<file path="src/design/pdc_consts.svh">
// Purpose: field positions, control codes and reset values of the
//          synthesizer programming words
// Assumes: 24-bit words, control code in the low four bits
// Notes:   included by the package and the design modules
`ifndef PDC_CONSTS_SVH
`define PDC_CONSTS_SVH

`define PDC_WORD_W        24
`define PDC_CTRL_MSB      3
// control codes of the decoded words
`define PDC_CODE_MAIN     4'h3
`define PDC_CODE_AUX      4'h5
`define PDC_CODE_OPT      4'h9
// count word: only control_bit_0 identifies it
`define PDC_COUNT_BIT     0
`define PDC_CNT_MSB       23
`define PDC_CNT_LSB       13
`define PDC_FNUM_MSB      12
`define PDC_FNUM_LSB      1
// main divider and power word
`define PDC_MPD_BIT       23
`define PDC_PSEL_BIT      22
`define PDC_FDEN_MSB      21
`define PDC_FDEN_LSB      10
`define PDC_RDIV_MSB      9
`define PDC_RDIV_LSB      4
// aux divider and power word
`define PDC_APD_BIT       23
`define PDC_ACNT_MSB      22
`define PDC_ACNT_LSB      4
// option word
`define PDC_AUTO_POWERUP_ON_COUNT_WRITE_BIT      23
// split of the main count: c [10:5], b [4:2], a [1:0]
`define PDC_C_MSB         10
`define PDC_C_LSB         5
`define PDC_B_MSB         4
`define PDC_B_LSB         2
`define PDC_A_MSB         1
// split of the aux count with the 8/9 prescaler: b [18:3], a [2:0]
`define PDC_AB_MSB        18
`define PDC_AB_LSB        3
`define PDC_AA_MSB        2
// reset values
`define PDC_RST_RDIV      6'h01
`define PDC_RST_PD        1'b1
`define PDC_RST_AUTO_POWERUP_ON_COUNT_WRITE      1'b0

`endif

</file>
<file path="src/design/pdc_pkg.sv">
// Purpose: types shared by the configuration block
// Assumes: constants come from pdc_consts.svh
// Notes:   none
`include "pdc_consts.svh"
package pdc_pkg;
  typedef logic [`PDC_WORD_W-1:0] pdc_word_t;
  typedef enum logic [2:0] {
    PDC_DEST_NONE,
    PDC_DEST_COUNT,
    PDC_DEST_MAIN,
    PDC_DEST_AUX,
    PDC_DEST_OPT
  } pdc_dest_e;
endpackage : pdc_pkg

</file>
<file path="src/design/pdc_word_if.sv">
// Purpose: carries a received programming word to the register bank
// Assumes: valid is a one-cycle pulse on core_clk
// Notes:   none
`timescale 1ns/10ps
interface pdc_word_if;
  import pdc_pkg::*;
  pdc_word_t word;
  logic      valid;
  modport rx  (output word, output valid);
  modport cfg (input word, input valid);
endinterface : pdc_word_if

</file>
<file path="src/design/pdc_serial_rx.sv">
// Purpose: three-wire serial receiver, msb first, latched on enable rise
// Assumes: data is steady around each serial clock rise for >3 core cycles
// Notes:   all pins pass two flip-flops before any logic looks at them
`timescale 1ns/10ps
`include "pdc_consts.svh"
module pdc_serial_rx
  import pdc_pkg::*;
(
  // clock and reset
  input  wire logic core_clk,
  input  wire logic rstn,
  // serial pins
  input  wire logic ser_clk_pin,
  input  wire logic ser_data_pin,
  input  wire logic ser_latch_pin,
  // received words
  pdc_word_if.rx    wout
);
  logic [2:0] s1_reg, s1_next;  // first sync stage {latch, data, clk}
  logic [2:0] s2_reg, s2_next;  // second sync stage
  logic [1:0] d3_reg, d3_next;  // delayed {latch, clk} for edge detect
  pdc_word_t  sh_reg, sh_next;
  pdc_word_t  wd_reg, wd_next;
  logic       vl_reg, vl_next;

  // shift on serial clock rise, hand the word over on latch rise
  always_comb begin
    s1_next = {ser_latch_pin, ser_data_pin, ser_clk_pin};
    s2_next = s1_reg;
    d3_next = {s2_reg[2], s2_reg[0]};
    sh_next = sh_reg;
    wd_next = wd_reg;
    vl_next = 1'b0;
    if (s2_reg[0] && !d3_reg[0]) begin
      sh_next = {sh_reg[`PDC_WORD_W-2:0], s2_reg[1]};
    end
    if (s2_reg[2] && !d3_reg[1]) begin
      wd_next = sh_reg;
      vl_next = 1'b1;
    end
  end

  always_ff @(posedge core_clk or negedge rstn) begin
    if (!rstn) begin
      s1_reg <= 3'h0;
      s2_reg <= 3'h0;
      d3_reg <= 2'h0;
      sh_reg <= 24'h000000;
      wd_reg <= 24'h000000;
      vl_reg <= 1'b0;
    end else begin
      s1_reg <= s1_next;
      s2_reg <= s2_next;
      d3_reg <= d3_next;
      sh_reg <= sh_next;
      wd_reg <= wd_next;
      vl_reg <= vl_next;
    end
  end

  assign wout.word  = wd_reg;
  assign wout.valid = vl_reg;
endmodule : pdc_serial_rx

</file>
<file path="src/design/pdc_config_top.sv">
// Purpose: divider and power-down register bank of a dual synthesizer
// Assumes: words arrive over the three-wire serial pins
// Notes:   power-down outputs are registered, two cycles after a word, three after chip enable
`timescale 1ns/10ps
`include "pdc_consts.svh"

// Overview of operation
// - reference divider ratio from six bits, 1..63; a written 0 is passed to main_reference_divider unchecked
// - prescaler bit picks 16/17/20/21 or 32/33/36/37
// - power-down bit 1 stops main loop, pump hi-z
// - chip enable low always powers main loop down
// - auto power-up overrides power-down bit when enabled
// - otherwise power-down bit sets main loop state
// - main count splits into c, b, a fields
// - aux count splits into b, a fields
// - count word known by bit zero alone
// - count write with auto power-up wakes aux loop
module pdc_config_top
  import pdc_pkg::*;
(
  // clock and reset
  input  wire logic        core_clk,
  input  wire logic        rstn,
  // serial programming pins and chip enable
  input  wire logic        ser_clk_pin,
  input  wire logic        ser_data_pin,
  input  wire logic        ser_latch_pin,
  input  wire logic        chip_enable_pin,
  // main loop settings
  output logic [5:0]       main_reference_divider,
  output logic             main_prescaler_select,
  output logic [10:0]      main_feedback_count,
  output logic [5:0]       main_count_c_field,
  output logic [2:0]       main_count_b_field,
  output logic [1:0]       main_count_a_field,
  output logic [11:0]      main_fraction_numerator,
  output logic [11:0]      main_fraction_denominator,
  // aux loop settings
  output logic [15:0]      aux_count_b_field,
  output logic [2:0]       aux_count_a_field,
  // power state
  output logic             main_loop_powered_down,
  output logic             main_pump_hiz,
  output logic             aux_loop_powered_down,
  output logic             aux_pump_hiz
);
  pdc_word_if wbus ();

  pdc_serial_rx u_rx (
    .core_clk      (core_clk),
    .rstn          (rstn),
    .ser_clk_pin   (ser_clk_pin),
    .ser_data_pin  (ser_data_pin),
    .ser_latch_pin (ser_latch_pin),
    .wout          (wbus.rx)
  );

  // destination of a word from its control bits
  function automatic pdc_dest_e dest_of(input pdc_word_t w);
    if (w[`PDC_COUNT_BIT] == 1'b0) begin
      dest_of = PDC_DEST_COUNT;
    end else begin
      unique case (w[`PDC_CTRL_MSB:0])
        `PDC_CODE_MAIN : dest_of = PDC_DEST_MAIN;
        `PDC_CODE_AUX  : dest_of = PDC_DEST_AUX;
        `PDC_CODE_OPT  : dest_of = PDC_DEST_OPT;
        default        : dest_of = PDC_DEST_NONE;
      endcase
    end
  endfunction : dest_of

  logic        ce_s1_reg, ce_s1_next;   // chip enable sync stage one
  logic        ce_s2_reg, ce_s2_next;   // chip enable sync stage two
  logic [10:0] cnt_reg, cnt_next;
  logic [11:0] fnum_reg, fnum_next;
  logic [11:0] fden_reg, fden_next;
  logic [5:0]  rdiv_reg, rdiv_next;
  logic        psel_reg, psel_next;
  logic        mpd_reg, mpd_next;       // main-loop power-down bit
  logic [18:0] acnt_reg, acnt_next;
  logic        apd_reg, apd_next;       // aux-loop power-down bit
  logic        auto_powerup_on_count_write_reg, auto_powerup_on_count_write_next;     // auto power-up option
  logic        mup_reg, mup_next;       // auto power-up holds main loop up
  logic        mdn_reg, mdn_next;
  logic        adn_reg, adn_next;
  pdc_dest_e   dest;

  assign dest = wbus.valid ? dest_of(wbus.word) : PDC_DEST_NONE;

  // register writes and power-down precedence
  always_comb begin
    ce_s1_next = chip_enable_pin;
    ce_s2_next = ce_s1_reg;
    cnt_next   = cnt_reg;
    fnum_next  = fnum_reg;
    fden_next  = fden_reg;
    rdiv_next  = rdiv_reg;
    psel_next  = psel_reg;
    mpd_next   = mpd_reg;
    acnt_next  = acnt_reg;
    apd_next   = apd_reg;
    auto_powerup_on_count_write_next  = auto_powerup_on_count_write_reg;
    mup_next   = mup_reg;
    unique case (dest)
      PDC_DEST_COUNT : begin
        cnt_next  = wbus.word[`PDC_CNT_MSB:`PDC_CNT_LSB];
        fnum_next = wbus.word[`PDC_FNUM_MSB:`PDC_FNUM_LSB];
        if (auto_powerup_on_count_write_reg) begin
          apd_next = 1'b0;
          mup_next = 1'b1;
        end
      end
      PDC_DEST_MAIN : begin
        mpd_next  = wbus.word[`PDC_MPD_BIT];
        psel_next = wbus.word[`PDC_PSEL_BIT];
        fden_next = wbus.word[`PDC_FDEN_MSB:`PDC_FDEN_LSB];
        rdiv_next = wbus.word[`PDC_RDIV_MSB:`PDC_RDIV_LSB];
        mup_next  = 1'b0;                       // software takes over
      end
      PDC_DEST_AUX : begin
        apd_next  = wbus.word[`PDC_APD_BIT];
        acnt_next = wbus.word[`PDC_ACNT_MSB:`PDC_ACNT_LSB];
      end
      PDC_DEST_OPT : begin
        auto_powerup_on_count_write_next = wbus.word[`PDC_AUTO_POWERUP_ON_COUNT_WRITE_BIT];
      end
      PDC_DEST_NONE : begin
      end
    endcase
    // chip enable first, then auto power-up, then the bit
    mdn_next = !ce_s2_reg || (!mup_reg && mpd_reg);
    adn_next = !ce_s2_reg || apd_reg;
  end

  always_ff @(posedge core_clk or negedge rstn) begin
    if (!rstn) begin
      ce_s1_reg <= 1'b0;
      ce_s2_reg <= 1'b0;
      cnt_reg   <= 11'h000;
      fnum_reg  <= 12'h000;
      fden_reg  <= 12'h000;
      rdiv_reg  <= `PDC_RST_RDIV;
      psel_reg  <= 1'b0;
      mpd_reg   <= `PDC_RST_PD;
      acnt_reg  <= 19'h00000;
      apd_reg   <= `PDC_RST_PD;
      auto_powerup_on_count_write_reg  <= `PDC_RST_AUTO_POWERUP_ON_COUNT_WRITE;
      mup_reg   <= 1'b0;
      mdn_reg   <= 1'b1;
      adn_reg   <= 1'b1;
    end else begin
      ce_s1_reg <= ce_s1_next;
      ce_s2_reg <= ce_s2_next;
      cnt_reg   <= cnt_next;
      fnum_reg  <= fnum_next;
      fden_reg  <= fden_next;
      rdiv_reg  <= rdiv_next;
      psel_reg  <= psel_next;
      mpd_reg   <= mpd_next;
      acnt_reg  <= acnt_next;
      apd_reg   <= apd_next;
      auto_powerup_on_count_write_reg  <= auto_powerup_on_count_write_next;
      mup_reg   <= mup_next;
      mdn_reg   <= mdn_next;
      adn_reg   <= adn_next;
    end
  end

  // settings straight from the registers; ratio 0 is never a legal ratio
  assign main_reference_divider    = rdiv_reg;
  assign main_prescaler_select     = psel_reg;
  assign main_feedback_count       = cnt_reg;
  // count ranges are the host's duty and are not checked here
  assign main_count_c_field = cnt_reg[`PDC_C_MSB:`PDC_C_LSB];
  assign main_count_b_field = cnt_reg[`PDC_B_MSB:`PDC_B_LSB];
  assign main_count_a_field = cnt_reg[`PDC_A_MSB:0];
  assign main_fraction_numerator   = fnum_reg;
  assign main_fraction_denominator = fden_reg;
  assign aux_count_b_field = acnt_reg[`PDC_AB_MSB:`PDC_AB_LSB];
  assign aux_count_a_field = acnt_reg[`PDC_AA_MSB:0];
  // a powered-down loop leaves its pump floating
  assign main_loop_powered_down    = mdn_reg;
  assign main_pump_hiz             = mdn_reg;
  assign aux_loop_powered_down     = adn_reg;
  assign aux_pump_hiz              = adn_reg;
endmodule : pdc_config_top

</file>
<file path="config.mk">
export PLATFORM = sky130hd
export DESIGN_NAME = pdc_config_top
export DESIGN_NICKNAME = d
export VERILOG_FILES = /design/src/design/pdc_pkg.sv /design/src/design/pdc_word_if.sv /design/src/design/pdc_serial_rx.sv /design/src/design/pdc_config_top.sv
export VERILOG_INCLUDE_DIRS = /design/src /design/src/design
export SDC_FILE = /design/constraint.sdc
export NUM_CORES = 1
export LEC_CHECK = 0
export BUFFER_PORTS_ARGS = -buffer_cell sky130_fd_sc_hd__buf_2
export CAP_MARGIN = 20
export CORE_ASPECT_RATIO = 1.2
export CORE_MARGIN = 4
export CORE_UTILIZATION = 32
export DETAILED_ROUTE_END_ITERATION = 16
export PLACE_DENSITY = 0.49
export SLEW_MARGIN = 10
export SYNTH_ARGS = -nofsm -noshare
export SYNTH_HDL_FRONTEND = slang
export SYNTH_HIERARCHICAL = 1
export SYNTH_SLANG_ARGS = --single-unit
</file>
<file path="constraint.sdc">
create_clock -name core_clk -period 3.1 [get_ports core_clk]
set_input_delay 0.155 -clock core_clk [delete_from_list [all_inputs] [get_ports core_clk]]
set_output_delay 0.155 -clock core_clk [all_outputs]
set_load 0.02 [all_outputs]
</file>
---- After elaboration in Yosys (flattened, before gate mapping) ----
Index checks and enable logic that the tools add are counted.
Widths: inputs -> output; s select.
word-level totals
  logic and storage cells ................. 49
  input port bits ......................... 6
  register bits after elaboration ......... 126
  output and inout bits ................... 76
cells by class
  reduce and logical (&&, ||, !) cells .... 13
  equal/unequal tests ..................... 8
  muxes and demuxes ....................... 8
operator list
  kind                count
  $pmux 3 s3          1
  $eq 3x2->1 const B  2
  $mux 3              2
  $eq 4x2->1 const B  1
  $eq 4x3->1 const B  1
  $eq 4x4->1 const B  1
  $logic_not 1->1     4
  $pmux 1 s2          2
  $reduce_and 2->1    2
  $reduce_bool 2->1   2
  $eq 3x1->1 const B  1
  $eq 3x3->1 const B  1
  $logic_and 1x1->1   3
  $mux 1              3
  $logic_or 1x1->1    2
  $ne 2x2->1 const B  1

---- Depth between registers and ports, before layout ----
  depth in word-level cells ............... 7
  depth in mapped cells ................... 5
  gate-level depth less buffers ........... 3

---- Hierarchy ----
The synthesis kept the hierarchy.
by module, submodules not included
  module          cells an instance  area each (µm²)  times used  sequential area each (µm²)
  pdc_config_top  166                2695.1           1           1732.9
  pdc_serial_rx   114                2204.6           1           1426.4

---- Worst setup path after synthesis ----
No wires, ideal clock.
  path type ............................... reg-to-reg
  start ................................... register u_rx.wd_reg[2] (netlist: u_rx/wout.word[2])
  end ..................................... register fden_reg[10] (netlist: main_fraction_denominator[10])
  period minus slack after synthesis ...... 1.380 ns
  arrival ................................. 1.253 ns
  data required time ...................... 2.972 ns
  setup slack ............................. 1.720 ns
  path buffers ............................ 1
  library setup time ...................... 0.128 ns
  cell stages (with the launch flop) ...... 4
  cells stage by stage .................... dfrtp_1 -> nor4b_4 -> buf_4 -> mux2_1
on the way
  longest elaborated chain between the ends .. 5
  elaborated cells on any way between the ends .. 7
  classes of those cells .................. eq/ne (4); mux (3)
ends and longest elaborated chain
  item                                      RTL line               RTL
  start: declaration                        pdc_serial_rx.sv:23    pdc_word_t wd_reg, wd_next;
  start signal: assignment                  pdc_serial_rx.sv:56    wd_reg <= wd_next;
  $eq 4x4->1, or another cell as far along  pdc_config_top.sv:63   unique case (w[`PDC_CTRL_MSB:0])
  $pmux 3 s3 (*)                            pdc_config_top.sv:63
  $mux 3 (*)                                pdc_config_top.sv:60   if (w[`PDC_COUNT_BIT] == 1'b0) begin
  $mux 3 (*)                                pdc_config_top.sv:88   assign dest = wbus.valid ? dest_of(wbus.word) : PDC_DEST_NONE;
  $eq 3x2->1 (*)                            pdc_config_top.sv:104  unique case (dest)
  end signal: assignment                    pdc_config_top.sv:156  fden_reg <= fden_next;
  end: declaration                          pdc_config_top.sv:76   logic [11:0] fden_reg, fden_next;
Every way passes the cells marked *; elsewhere a longest branch is shown, timed or not.
A chain may end at the register's enable or synchronous reset.

---- Worst setup path after layout ----
  start ................................... register u_rx.vl_reg (netlist: u_rx/wout.valid)
  end ..................................... register fden_reg[6] (netlist: main_fraction_denominator[6])
on the way
  longest elaborated chain between the ends .. 2
ends and longest elaborated chain
  item                      RTL line               RTL
  start: declaration        pdc_serial_rx.sv:24    logic vl_reg, vl_next;
  start signal: assignment  pdc_serial_rx.sv:57    vl_reg <= vl_next;
  $mux 3                    pdc_config_top.sv:88
  $eq 3x2->1                pdc_config_top.sv:104
Every way passes these cells.

==> results.cfg <==
[power]
leakagePower_uw = 0.00320
power-per-cell-area_mw_per_mm2 = 839
irDropWorstVdd_v = 0.000516

[timing]
relSlewSlack = 0.350
rsz0062_at_grt = no
setup_viol_count_final = 0
fin_crit_ps = 1830
finClkSkew_ps = 10.3
worst_slack_ps = 1270
finalHoldViolCount = 0
max_freq_mhz = 545
period_share = 0.592
slew_viol_final = 0
tightest_slew_ps = 972
setup_tns_ps = 0

[grt]
track_usage = 0.113
grt_start_max_net_pins = 112
antenna_found_initial = 0
grt_pass1_wl_um = 14700
grt_pass1_vias = 2679
grt_remaining_overflow = 0

[placed_design]
dp_cells = 543
gp_congestion = 0.674
dp_hpwl_um = 5520
dp_slack_ps = 1210
port_buffers = 81
dpl_cell_area_mm2 = 0.00541

[clock_tree]
cts_buffers = 17
root_buffer = clkbuf_16
cts-resized-gates = 0
h-tree-depth = 4
clkSinkCount = 126
cts_buffer_depth = 2
clk_pin_slew_ps = 50
cts_tree = built
clock_latency_ps = 410

[detailed_routing]
wl_per_cell_um = 15.4
vias_per_cell = 4.34
postRouteWirelength_um = 8940
drcViolationCount = 0
final_antenna_net_count = 0
drt-initial-drc-count = 64
drtPass1Iterations = 2
num_vias = 2522

[layout]
diodes = 0
drive_gt1_frac = 0.504
stdcell_count = 581
areaGrowthSynthToFinish_pct = 23.5
nFillCells = 1415
seqCellArea_mm2 = 0.00316
utilization = 0.403
final_nets = 370
multiInputGateArea_mm2 = 0.00154
final_area_mm2 = 0.00605

[logic_synthesis]
yosys.area_share.simple = 0.0179
yosys-mux-area-fraction = 0.287
syn-cell-area_mm2 = 0.00490
syn_avg_cell_area_um2 = 17.5
synthCells = 280
synth_compound_area_frac = 0.00511
synthAdderAreaFrac = 0
seq_area_frac_synth = 0.645
synth_cell_types = 20
synth_warnings = 6
yosys.area_share.xor_xnor = 0
ys_ff_latch = 126
synth_top_family_by_area = multiplexers
syn-num-nets = 286

[setup_path]
endpoint = main_fraction_denominator[6]
worstPathMaxFanout = 17
timing.rr.end = main_fraction_denominator[6]
reg2regPathDepth = 4
r2r_start = u_rx/wout.valid
startpoint = u_rx/wout.valid
cp.required_ps = 3380
critPathArrivalTime_ps = 2120
worstSetupEndpointType = flop
worstSetupStartpointType = flop
worstSetupPathType = reg2reg
r2r_slack_ps = 1270

[run_status]
outcome = finished, final reports clean

[floorplanning]
die_y_um = 144
core_area_mm2 = 0.0150
die_x_um = 121
die_area_mm2 = 0.0174
io_pins = 82
start_util = 0.326
rows = 49

[worst_hold_path]
hp-class = in2async

[run]
max-cap-violations = 0
-- where the power goes --
| group | internal (uW) | leakage, uW | switching (uW) |
|---|---|---|---|
| registers | 2000 | 0.00165 | 272 |
| logic | 484 | 0.00126 | 431 |
| clock network | 1240 | 0.000285 | 660 |
-- worst min-delay path by stage --
stage | start | end | slack (ps) | depth (start not counted)
6_report | rstn | u_rx/s1_reg[0] | 210 | 2
5_1_grt | rstn | u_rx/wout.word[1] | 230 | 2
4_1_cts | ce_s1_reg | ce_s2_reg | 350 | 0
3_5_place_dp | ser_clk_pin | u_rx/s1_reg[0] | 260 | 1
3_3_place_gp | ser_clk_pin | u_rx/s1_reg[0] | 260 | 1
2_1_floorplan | rstn | acnt_reg[0] | -140 | 0
-- layout by cell type, fill, tap and decap left out, drive strengths merged --
cell type,Yosys,layout
inv,3,3
nor4b,3,3
mux2i,1,1
clkinv,0,5
clkbuf,0,25
o21ba,1,1
dfrtp,121,121
nand2b,3,3
dfstp,5,5
bufinv,0,2
nor2,1,1
mux2,111,111
nand2,1,1
nor2b,1,1
dlygate4sd3,0,5
o21ai,3,3
buf,26,86
-- per-stage QoR --
| stage | hold WS (ps) | total power, uW |
|---|---|---|
| floorplan | -141 | 2880 |
| global placement | 263 | 3210 |
| detailed placement | 265 | 3220 |
| CTS | 349 | 5170 |
| global route | 233 | 5360 |
| finish | 207 | 5080 |
-- repair_timing --
action / CTS / global route
hold buffers: 5 / 0
buffers inserted: 0 / 0
hold endpoints to repair: 108 / 0
-- worst max-delay path, cell delays in order (launching register included) --
cell,delay (ps)
dfrtp_1,360
nand2_1,150
nor4b_4,460
buf_4,380
mux2_1,350
-- logic make-up after synthesis --
logic type,count (synthesis)
DFF,126
muxes,112
buffers and inverters,29
and+or+nand+nor,9
AOI/OAI and AO/OA,4
-- layer usage --
metal | vias to the layer above | GRT usage | part of all wire
li1 | 1132 | - | -
met1 | 1313 | 0.142 | 0.44
met2 | 62 | 0.174 | 0.49
met3 | 15 | 0.0402 | 0.048
met4 | 0 | 0.0555 | 0.019
met5 | - | 0 | 0
-- cell usage after synthesis, drive strengths merged --
cell type / instances / area, um2
dfstp: 5 / 131
nor4b: 3 / 47.5
nor2: 1 / 3.75
nand2: 1 / 3.75
nand2b: 3 / 26.3
o21ba: 1 / 10.0
o21ai: 3 / 15.0
buf: 26 / 210
mux2i: 1 / 10.0
inv: 3 / 11.3
mux2: 111 / 1400
nor2b: 1 / 6.26
dfrtp: 121 / 3030
-- layout make-up --
type,count,share of cell area
sequential,126,0.522
clock inverter,7,0.0141
clock buffer,25,0.0802
multi-input combinational,125,0.254
timing repair buffer,91,0.0858
tap,204,0.0422
inverter,3,0.00186
Power figures use the tool's default switching activity.
